### src/diag_adc_defines.vh
// register indices, field positions, reset values and channel codes of the diagnostic block
`ifndef DIAG_ADC_DEFINES_VH
`define DIAG_ADC_DEFINES_VH

// ----------------------------------------------------------------------------
// register indices (byte address is four times the index)
// ----------------------------------------------------------------------------
`define IDX_LIMIT_FLAGS      8'h23
`define IDX_EXT_A_RESULT     8'h24
`define IDX_EXT_B_RESULT     8'h25
`define IDX_TEMP_RESULT      8'h26
`define IDX_SD_MUX_RESULT    8'h27
`define IDX_CMP_OFFSET       8'h28
`define IDX_DAC_APPLIED      8'h2c
`define IDX_RAW_RESULT       8'h2d
`define IDX_BYPASS_CTRL      8'h2e
`define IDX_IRQ_STATUS       8'h30
`define IDX_IRQ_MASK         8'h31

// ----------------------------------------------------------------------------
// bypass control fields
// ----------------------------------------------------------------------------
`define BYP_RESULT_EN_BIT    15
`define BYP_OFFSET_EN_BIT    14
`define BYP_GND_DIS_BIT      13
`define BYP_RSVD_BIT         12
`define BYP_RESET            16'h0000
`define BYP_WR_MASK          16'hefff

// ----------------------------------------------------------------------------
// result fields and reset values
// ----------------------------------------------------------------------------
`define RES_MSB              11
`define RES_RESET            12'h000
`define RES_MAX              12'hfff
`define DAC_RESET            16'h0000
`define FLAG_LSB             1

// ----------------------------------------------------------------------------
// channel codes
// ----------------------------------------------------------------------------
`define CH_EXT_A             3'h0
`define CH_EXT_B             3'h1
`define CH_TEMP              3'h2
`define CH_SD_FIRST          3'h3

// ----------------------------------------------------------------------------
// interrupt status bits and timing
// ----------------------------------------------------------------------------
`define IRQ_CONV_BIT         0
`define IRQ_FAIL_BIT         1
`define IRQ_RESET            2'h0
`define GND_PHASE_CYCLES     4'h2

`endif

### src/diag_adc_result_bypass.v
// diagnostic adc readback, limit flags and bypass control behind an ahb-lite slave
//
// Added by the designer: the AHB-Lite interface to the registers.
`timescale 1ns/1ps
`include "diag_adc_defines.vh"

// Behaviour
// [RL1] eight read-only limit flags, bits eight to one
// [RL2] external inputs each give a 12-bit result
// [RL3] temperature result held in low twelve bits
// [RL4] self-diagnostic mux result in low twelve bits
// [RL5] measured offset readable and adjusts each result
// [RL6] offset override uses bypass data as offset
// [RL7] offset readback always shows measured value
// [RL8] read-only applied dac code, sixteen bits
// [RL9] raw result per conversion, no offset, no bypass
// [RL10] data bypass substitutes bypass data for result
// [RL11] bypass value stored and limit-checked per channel
// [RL12] data bypass wins over offset override
// [RL13] software never sets both enables together
// [RL14] override offset read as two's complement
// [RL15] ground sampling phase unless bit thirteen set
// [RL16] bypass control resets zero, bit twelve reserved
// [RL17] flag set when result outside channel thresholds
module diag_adc_result_bypass #(
  parameter NUM_CH     = 8,
  parameter RES_W      = 12,
  parameter GND_CYCLES = 4
) (
  input  wire                   mclk,               // system clock, 20 MHz
  input  wire                   sys_rst,            // synchronous reset, active high
  input  wire                   hsel,               // ahb slave select
  input  wire [31:0]            haddr,              // ahb address
  input  wire [1:0]             htrans,             // ahb transfer type
  input  wire                   hwrite,             // ahb write strobe
  input  wire [2:0]             hsize,              // ahb size, word only
  input  wire                   hready,             // ahb bus ready
  input  wire [31:0]            hwdata,             // ahb write data
  output reg  [31:0]            hrdata,             // ahb read data
  output wire                   hreadyout,          // ahb slave ready
  output wire                   hresp,              // ahb response, always okay
  input  wire                   conv_start,         // request a sampling sequence
  output wire                   gnd_sample,         // ground sampling phase active
  output wire                   sig_sample,         // signal sampling strobe
  input  wire                   conv_valid,         // conversion finished, one cycle
  input  wire [2:0]             conv_channel,       // channel just converted
  input  wire [RES_W-1:0]       conv_raw,           // raw comparator result
  input  wire                   meas_offset_valid,  // new offset measurement
  input  wire [RES_W-1:0]       meas_offset,        // measured offset, signed
  input  wire [15:0]            dac_applied,        // code now on the analog path
  input  wire [NUM_CH*RES_W-1:0] lo_thresholds,     // low limit per channel
  input  wire [NUM_CH*RES_W-1:0] hi_thresholds,     // high limit per channel
  output wire                   irq                 // level interrupt
);

  // --------------------------------------------------------------------------
  // sequencer states
  // --------------------------------------------------------------------------
  localparam [2:0] ST_IDLE = 3'h1;
  localparam [2:0] ST_GND  = 3'h2;
  localparam [2:0] ST_SIG  = 3'h4;

  // --------------------------------------------------------------------------
  // declarations
  // --------------------------------------------------------------------------
  reg  [15:0]        bypass_r;
  reg  [15:0]        bypass_nxt;
  reg  [1:0]         irq_status_r;
  reg  [1:0]         irq_status_nxt;
  reg  [1:0]         irq_mask_r;
  reg  [1:0]         irq_mask_nxt;
  reg  [RES_W-1:0]   ext_a_r;
  reg  [RES_W-1:0]   ext_b_r;
  reg  [RES_W-1:0]   temp_r;
  reg  [RES_W-1:0]   sd_mux_r;
  reg  [RES_W-1:0]   offset_r;
  reg  [RES_W-1:0]   raw_r;
  reg  [15:0]        dac_r;
  reg  [NUM_CH-1:0]  flags_r;
  reg  [2:0]         state_r;
  reg  [2:0]         state_nxt;
  reg  [3:0]         gnd_cnt_r;
  reg  [3:0]         gnd_cnt_nxt;
  reg                wr_pend_r;
  reg  [7:0]         wr_idx_r;
  reg  [15:0]        rd_val;
  reg  [RES_W-1:0]   adj_off;
  reg  [RES_W-1:0]   result;
  wire [RES_W+1:0]   diff;
  wire [NUM_CH-1:0]  fail_now;
  wire [NUM_CH-1:0]  hit_ch;
  wire               addr_phase;
  wire [7:0]         addr_idx;
  wire               result_en;
  wire               offset_en;
  wire               gnd_en;
  wire               wr_now;
  wire               wr_byp;
  wire               wr_status;
  wire               wr_mask;
  wire               below_zero;
  wire               above_max;
  wire [RES_W+1:0]   raw_ext;
  wire [RES_W+1:0]   off_ext;
  wire [15:0]        flags_word;
  wire [15:0]        ext_a_word;
  wire [15:0]        ext_b_word;
  wire [15:0]        temp_word;
  wire [15:0]        sd_mux_word;
  wire [15:0]        offset_word;
  wire [15:0]        dac_word;
  wire [15:0]        raw_word;
  wire [15:0]        bypass_word;
  wire [15:0]        status_word;
  wire [15:0]        mask_word;
  reg                irq_r;

  // --------------------------------------------------------------------------
  // ahb response
  // --------------------------------------------------------------------------
  // every register answers in its data phase, so no wait state is needed
  assign hreadyout = 1'b1;
  assign hresp     = 1'b0;

  // --------------------------------------------------------------------------
  // control fields
  // --------------------------------------------------------------------------
  assign result_en = bypass_r[`BYP_RESULT_EN_BIT];
  assign offset_en = bypass_r[`BYP_OFFSET_EN_BIT];
  assign gnd_en    = ~bypass_r[`BYP_GND_DIS_BIT];

  // --------------------------------------------------------------------------
  // ahb address phase
  // --------------------------------------------------------------------------
  // zero wait states; reads sample the next value so a read right after a
  // write sees the written data
  // hsize and byte lanes are not decoded: software must use word accesses
  assign addr_phase = hsel & hready & htrans[1];
  assign addr_idx   = haddr[9:2];
  assign wr_now     = wr_pend_r;

  always @(posedge mclk) begin
    if (sys_rst) begin
      wr_pend_r <= 1'b0;
      wr_idx_r  <= 8'h00;
    end else if (hready) begin
      wr_pend_r <= addr_phase & hwrite;
      wr_idx_r  <= addr_idx;
    end
  end

  // --------------------------------------------------------------------------
  // write decode
  // --------------------------------------------------------------------------
  // decodes the index latched in the address phase, not the live bus,
  // so a new address phase cannot redirect a data phase in flight
  assign wr_byp    = wr_now & (wr_idx_r == `IDX_BYPASS_CTRL);
  assign wr_status = wr_now & (wr_idx_r == `IDX_IRQ_STATUS);
  assign wr_mask   = wr_now & (wr_idx_r == `IDX_IRQ_MASK);

  // --------------------------------------------------------------------------
  // writable registers
  // --------------------------------------------------------------------------
  always @* begin
    bypass_nxt = bypass_r;
    irq_mask_nxt = irq_mask_r;
    if (wr_byp)
      bypass_nxt = hwdata[15:0] & `BYP_WR_MASK; // [RL16]
    if (wr_mask)
      irq_mask_nxt = hwdata[1:0];
  end

  // events set, write-one clears; a set in the same cycle wins
  always @* begin
    irq_status_nxt = irq_status_r;
    if (wr_status)
      irq_status_nxt = irq_status_r & ~hwdata[1:0];
    if (conv_valid)
      irq_status_nxt[`IRQ_CONV_BIT] = 1'b1;
    if (conv_valid && |(fail_now & hit_ch))
      irq_status_nxt[`IRQ_FAIL_BIT] = 1'b1;
  end

  always @(posedge mclk) begin
    if (sys_rst) begin
      bypass_r     <= `BYP_RESET; // [RL16]
      irq_mask_r   <= `IRQ_RESET;
      irq_status_r <= `IRQ_RESET;
    end else begin
      bypass_r     <= bypass_nxt;
      irq_mask_r   <= irq_mask_nxt;
      irq_status_r <= irq_status_nxt;
    end
  end

  // registered so the pin cannot glitch while status and mask settle
  always @(posedge mclk) begin
    if (sys_rst)
      irq_r <= 1'b0;
    else
      irq_r <= |(irq_status_nxt & irq_mask_nxt);
  end

  assign irq = irq_r;

  // --------------------------------------------------------------------------
  // result adjustment
  // --------------------------------------------------------------------------
  always @* begin
    if (offset_en)
      adj_off = bypass_r[`RES_MSB:0]; // [RL6] [RL14]
    else
      adj_off = offset_r; // [RL5]
  end

  // signed subtract with clamp into the unsigned result range; two guard
  // bits keep the worst case of both extremes from wrapping
  assign raw_ext    = {2'b00, conv_raw};
  assign off_ext    = {{2{adj_off[RES_W-1]}}, adj_off};
  assign diff       = raw_ext - off_ext;
  assign below_zero = diff[RES_W+1];
  assign above_max  = diff[RES_W];

  always @* begin
    if (result_en)
      result = bypass_r[`RES_MSB:0]; // [RL10] [RL12]
    else if (below_zero)
      result = `RES_RESET; // [RL5]
    else if (above_max)
      result = `RES_MAX;
    else
      result = diff[RES_W-1:0];
  end

  // --------------------------------------------------------------------------
  // per-channel limit flags
  // --------------------------------------------------------------------------
  // flags of channels not converted keep their last verdict
  genvar i;
  generate
    for (i = 0; i < NUM_CH; i = i + 1) begin : g_ch
      localparam [2:0] CH = i;
      wire [RES_W-1:0] lo = lo_thresholds[i*RES_W +: RES_W];
      wire [RES_W-1:0] hi = hi_thresholds[i*RES_W +: RES_W];
      assign hit_ch[i]   = (conv_channel == CH);
      assign fail_now[i] = (result < lo) | (result > hi); // [RL17]
      always @(posedge mclk) begin
        if (sys_rst)
          flags_r[i] <= 1'b0;
        else if (conv_valid && hit_ch[i])
          flags_r[i] <= fail_now[i]; // [RL11] [RL17]
      end
    end
  endgenerate

  // --------------------------------------------------------------------------
  // result, offset, raw and dac readback registers
  // --------------------------------------------------------------------------
  // the raw code skips both the offset and the data override
  always @(posedge mclk) begin
    if (sys_rst) begin
      ext_a_r  <= `RES_RESET;
      ext_b_r  <= `RES_RESET;
      temp_r   <= `RES_RESET;
      sd_mux_r <= `RES_RESET;
      raw_r    <= `RES_RESET;
    end else if (conv_valid) begin
      raw_r <= conv_raw; // [RL9]
      case (conv_channel)
        `CH_EXT_A: ext_a_r <= result; // [RL2] [RL11]
        `CH_EXT_B: ext_b_r <= result; // [RL2] [RL11]
        `CH_TEMP:  temp_r  <= result; // [RL3] [RL11]
        default:   sd_mux_r <= result; // [RL4] [RL11]
      endcase
    end
  end

  // offset readback never looks at the bypass register
  always @(posedge mclk) begin
    if (sys_rst)
      offset_r <= `RES_RESET;
    else if (meas_offset_valid)
      offset_r <= meas_offset; // [RL7]
  end

  always @(posedge mclk) begin
    if (sys_rst)
      dac_r <= `DAC_RESET;
    else
      dac_r <= dac_applied; // [RL8]
  end

  // --------------------------------------------------------------------------
  // sampling sequencer
  // --------------------------------------------------------------------------
  // the ground phase discharges the sampling cap to limit crosstalk
  // a start request while a sequence runs is dropped
  always @* begin
    state_nxt   = state_r;
    gnd_cnt_nxt = gnd_cnt_r;
    case (state_r)
      ST_IDLE: begin
        if (conv_start) begin
          gnd_cnt_nxt = GND_CYCLES[3:0] - 4'h1;
          if (gnd_en)
            state_nxt = ST_GND; // [RL15]
          else
            state_nxt = ST_SIG; // [RL15]
        end
      end
      ST_GND: begin
        if (gnd_cnt_r == 4'h0)
          state_nxt = ST_SIG;
        else
          gnd_cnt_nxt = gnd_cnt_r - 4'h1;
      end
      ST_SIG: begin
        state_nxt = ST_IDLE;
      end
      default: begin
        state_nxt = ST_IDLE;
      end
    endcase
  end

  always @(posedge mclk) begin
    if (sys_rst) begin
      state_r   <= ST_IDLE;
      gnd_cnt_r <= 4'h0;
    end else begin
      state_r   <= state_nxt;
      gnd_cnt_r <= gnd_cnt_nxt;
    end
  end

  assign gnd_sample = (state_r == ST_GND);
  assign sig_sample = (state_r == ST_SIG);

  // --------------------------------------------------------------------------
  // readback words
  // --------------------------------------------------------------------------
  // reserved bits are tied low here so every read of them returns zero
  assign flags_word  = {7'h00, flags_r, 1'b0}; // [RL1]
  assign ext_a_word  = {4'h0, ext_a_r}; // [RL2]
  assign ext_b_word  = {4'h0, ext_b_r}; // [RL2]
  assign temp_word   = {4'h0, temp_r}; // [RL3]
  assign sd_mux_word = {4'h0, sd_mux_r}; // [RL4]
  assign offset_word = {4'h0, offset_r}; // [RL5] [RL7]
  assign dac_word    = dac_r; // [RL8]
  assign raw_word    = {4'h0, raw_r}; // [RL9]
  assign bypass_word = bypass_nxt; // [RL16]
  assign status_word = {14'h0000, irq_status_nxt};
  assign mask_word   = {14'h0000, irq_mask_nxt};

  // --------------------------------------------------------------------------
  // read mux
  // --------------------------------------------------------------------------
  always @* begin
    case (addr_idx)
      `IDX_LIMIT_FLAGS:   rd_val = flags_word; // [RL1]
      `IDX_EXT_A_RESULT:  rd_val = ext_a_word; // [RL2]
      `IDX_EXT_B_RESULT:  rd_val = ext_b_word; // [RL2]
      `IDX_TEMP_RESULT:   rd_val = temp_word; // [RL3]
      `IDX_SD_MUX_RESULT: rd_val = sd_mux_word; // [RL4]
      `IDX_CMP_OFFSET:    rd_val = offset_word; // [RL5] [RL7]
      `IDX_DAC_APPLIED:   rd_val = dac_word; // [RL8]
      `IDX_RAW_RESULT:    rd_val = raw_word; // [RL9]
      `IDX_BYPASS_CTRL:   rd_val = bypass_word; // [RL16]
      `IDX_IRQ_STATUS:    rd_val = status_word;
      `IDX_IRQ_MASK:      rd_val = mask_word;
      default:            rd_val = 16'h0000;
    endcase
  end

  always @(posedge mclk) begin
    if (sys_rst)
      hrdata <= 32'h0000_0000;
    else if (addr_phase && !hwrite)
      hrdata <= {16'h0000, rd_val};
  end

endmodule

### config.mk
export PLATFORM = sky130hd
export DESIGN_NAME = diag_adc_result_bypass
export DESIGN_NICKNAME = d
export VERILOG_FILES = /design/src/diag_adc_result_bypass.v
export VERILOG_INCLUDE_DIRS = /design/src
export SDC_FILE = /design/constraint.sdc
export NUM_CORES = 1
export LEC_CHECK = 0
export ABC_CLOCK_PERIOD_IN_PS = 12350
export BUFFER_PORTS_ARGS = -buffer_cell sky130_fd_sc_hd__buf_2
export CORE_MARGIN = 3
export CORE_UTILIZATION = 44
export CTS_CLUSTER_SIZE = 25
export DETAILED_ROUTE_END_ITERATION = 16
export GPL_ROUTABILITY_DRIVEN = 0
export PLACE_DENSITY_LB_ADDON = 0.1
export SYNTH_ARGS = -nofsm -noshare
export SYNTH_HDL_FRONTEND = slang
export SYNTH_SLANG_ARGS = --single-unit
### constraint.sdc
create_clock -name mclk -period 12.35 [get_ports mclk]
set_input_delay 1.235 -clock mclk [delete_from_list [all_inputs] [get_ports mclk]]
set_output_delay 1.235 -clock mclk [all_outputs]
set_load 0.05 [all_outputs]
==> run metrics <==
status=complete, no violations; Final WS setup=5.28 ns; number of remaining DRC errors=0; Remaining Overflow, GRT=0; Clock Skews=0.0111 ns; Hold Slack=0.453 ns; Post-Syn Area per Cell=8.00 sq um; # IOs=349; max_cap viols=0; # hold bufs at CTS=0; Worst-path clk slew=0.07 ns; CTS tree=done; core area=0.0264 sq mm; first-pass GRT wire length=58.9 mm; worst endpoint required time=12.63 ns; Row Count=59; most common cell after layout, fill and taps aside=buf_2; crit end category=flop; drt total wl=38.5 mm; die span in x=171 microns; Mapped Area=0.0120 sq mm; final hold vios=0; Leakage=7.12 nW; Initial Util=45.4%; HP Class=flop to flop; slew margin rel.=28.4%; CP max FO=16; dpl ws=5.18 ns; DRT antenna net count=0; Clock Latency Late Sink=0.43 ns; Least-Margin Pin Slew=1.07 ns; Inserted Clock Buffers=17; Synth cell types=74; Area Growth Syn to Fin=19.2%; gr usage total=25.7%; CP arrival=7.35 ns; most frequent cells in the layout=buf_2, inv_1, ha_1; Iter 0 DRT Violations=617; Vert. Die Dim=171 microns; Post-synth ARST share=0%; max-slew violations=0; synth warn=0; final critical-path share of the clock period=57.2%; Root Buffer=clkbuf_16; RSZ-0062 raised after global routing=false; critical path type=flop to flop; cells after synthesis=1500; Resized Gates After CTS=0; post-CTS setup buffers=0; Final nets=2275; Peak VDD IR=0.0000953 V; initial antenna violation count=7; register area share after synthesis=24.9%; port buffer count=285; largest net degree at the start of global routing=84; Post-synth EDFFs=0; placed cell area=0.0137 sq mm; crit path launch type=flop; Max Root-Sink Buffers=2; number of global-route vias before repair=11080; CTS sink cnt=149; share of cells above drive strength 1=20.0%; setup TNS=0 ns; vias=11640; Max Freq=141 MHz; design area=0.0143 sq mm; DR pass1 iterations=5; Die ar.=0.0293 sq mm; crit path time final=7.07 ns; hpwl dp=29.8 mm; flop and latch count out of synthesis=149; Setup-failing EPs final=0; wire per inst=18.2 microns; main flop type after synthesis=dfxtp_1; power density over the cells=118 mW/mm^2; vias per cell=5.51; H-tree depth=4
==> through the flow <==
step / cells / util [%] / total power [W]
after floorplan: 1516 / - / 0.000948
after global placement: 2079 / 51.8 / 0.00113
after detailed placement: 2079 / 51.8 / 0.00115
after CTS: 2111 / 54.1 / 0.00170
after global routing: 2112 / 54.1 / 0.00180
final: 2113 / 54.1 / 0.00169
==> power breakdown <==
| part | leakage, nW | switching (W) | internal [W] |
|---|---|---|---|
| Combinational | 5.61 | 0.000385 | 0.000242 |
| Clock | 0.295 | 0.000220 | 0.000323 |
| Sequential | 1.22 | 0.0000152 | 0.000502 |
| Total | 7.12 | 0.000621 | 0.00107 |
==> Yosys cell counts, types with 6 or more instances <==
master | instances | area share (%)
a2111oi_0 | 7 | 0.51
a211o_1 | 6 | 0.44
a211oi_1 | 78 | 4.9
a21o_1 | 20 | 1.3
a21oi_1 | 80 | 3.3
a221oi_1 | 29 | 2.1
a22oi_1 | 11 | 0.69
a31oi_1 | 11 | 0.57
and3_1 | 10 | 0.52
buf_1 | 6 | 0.19
buf_4 | 18 | 1.1
clkbuf_1 | 40 | 1.3
dfxtp_1 | 149 | 25
ha_1 | 199 | 21
inv_1 | 214 | 6.7
mux2i_1 | 64 | 5.3
nand2_1 | 73 | 2.3
nand2b_1 | 12 | 0.63
nand3_1 | 10 | 0.42
nand4_1 | 38 | 2.0
nor2_1 | 162 | 5.1
nor2b_1 | 29 | 1.5
nor3_1 | 40 | 1.7
nor3b_1 | 10 | 0.63
o211ai_1 | 17 | 1.1
o21a_1 | 9 | 0.56
o21ai_0 | 54 | 2.3
or3_1 | 6 | 0.31
xor2_1 | 6 | 0.44
==> flip-flops by register name, summed over array words and instances (netlist names), 8 cells and up <==
register and cells:
ext_b_r 12, raw_r 12, hrdata 16, bypass_r 16, offset_r 12, ext_a_r 12, sd_mux_r 12, temp_r 12
dac_r 16, wr_idx_r 8, flags_r 8
==> final cells by class <==
class                   count  area (sq um)
flip-flops and latches    149          2980
diodes                      2          5.00
clock inverters            15           193
inverters                 215           807
clock buffers              17           425
repair buffers            296          1510
well taps                 335           419
fillers                  2592         12100
multi-input cells        1084          7960
==> metal layers <==
layer | track usage [%] | routed length [microns] | vias up
li1 | - | - | 5871
met3 | 6.17 | 2770 | 70
met2 | 42.9 | 18000 | 390
met1 | 33.0 | 16800 | 5299
met5 | 0 | 56 | -
met4 | 7.66 | 927 | 10
==> final timing paths <==
kind | from | end | slack (ns) | depth (start not counted)
worst max-delay path | bypass_r[14] | irq | 5.28 | 20
worst min-delay path | hrdata[10] | hrdata[10] | 0.45 | 2
worst max register to register | bypass_r[14] | irq | 5.28 | 20
worst min register to register | hrdata[10] | hrdata[10] | 0.45 | 2
==> worst max-delay path, stage by stage (launching register included) <==
cell,delay (ns)
dfxtp_1,0.83
mux2_2,0.41
ha_1,0.21
fa_1,0.41
nand2b_1,0.20
a21oi_2,0.17
o211ai_1,0.18
o41a_1,0.38
nand2_1,0.32
o21ai_0,0.16
a22oi_1,0.51
inv_1,0.68
ha_1,0.53
and3_1,0.22
a221o_1,0.32
a31oi_1,0.22
o2111ai_1,0.19
o311ai_0,0.21
nand4_1,0.14
a211oi_1,0.45
o211ai_1,0.17
==> cell families (layout without fill, tap and decap cells) <==
family          Yosys count  in the layout  share of synthesized area [%]
compound gates          373            373                           21.5
xor+xnor                  8              8                          0.584
fa+ha+maj               200            200                           20.9
buf+inv                 283            543                           9.51
flops                   149            149                           24.9
mux                      67             67                           5.62
other cells               2             20                         0.0626
simple gates            418            418                           16.9
No activity file was read; power rests on OpenSTA's default activity.
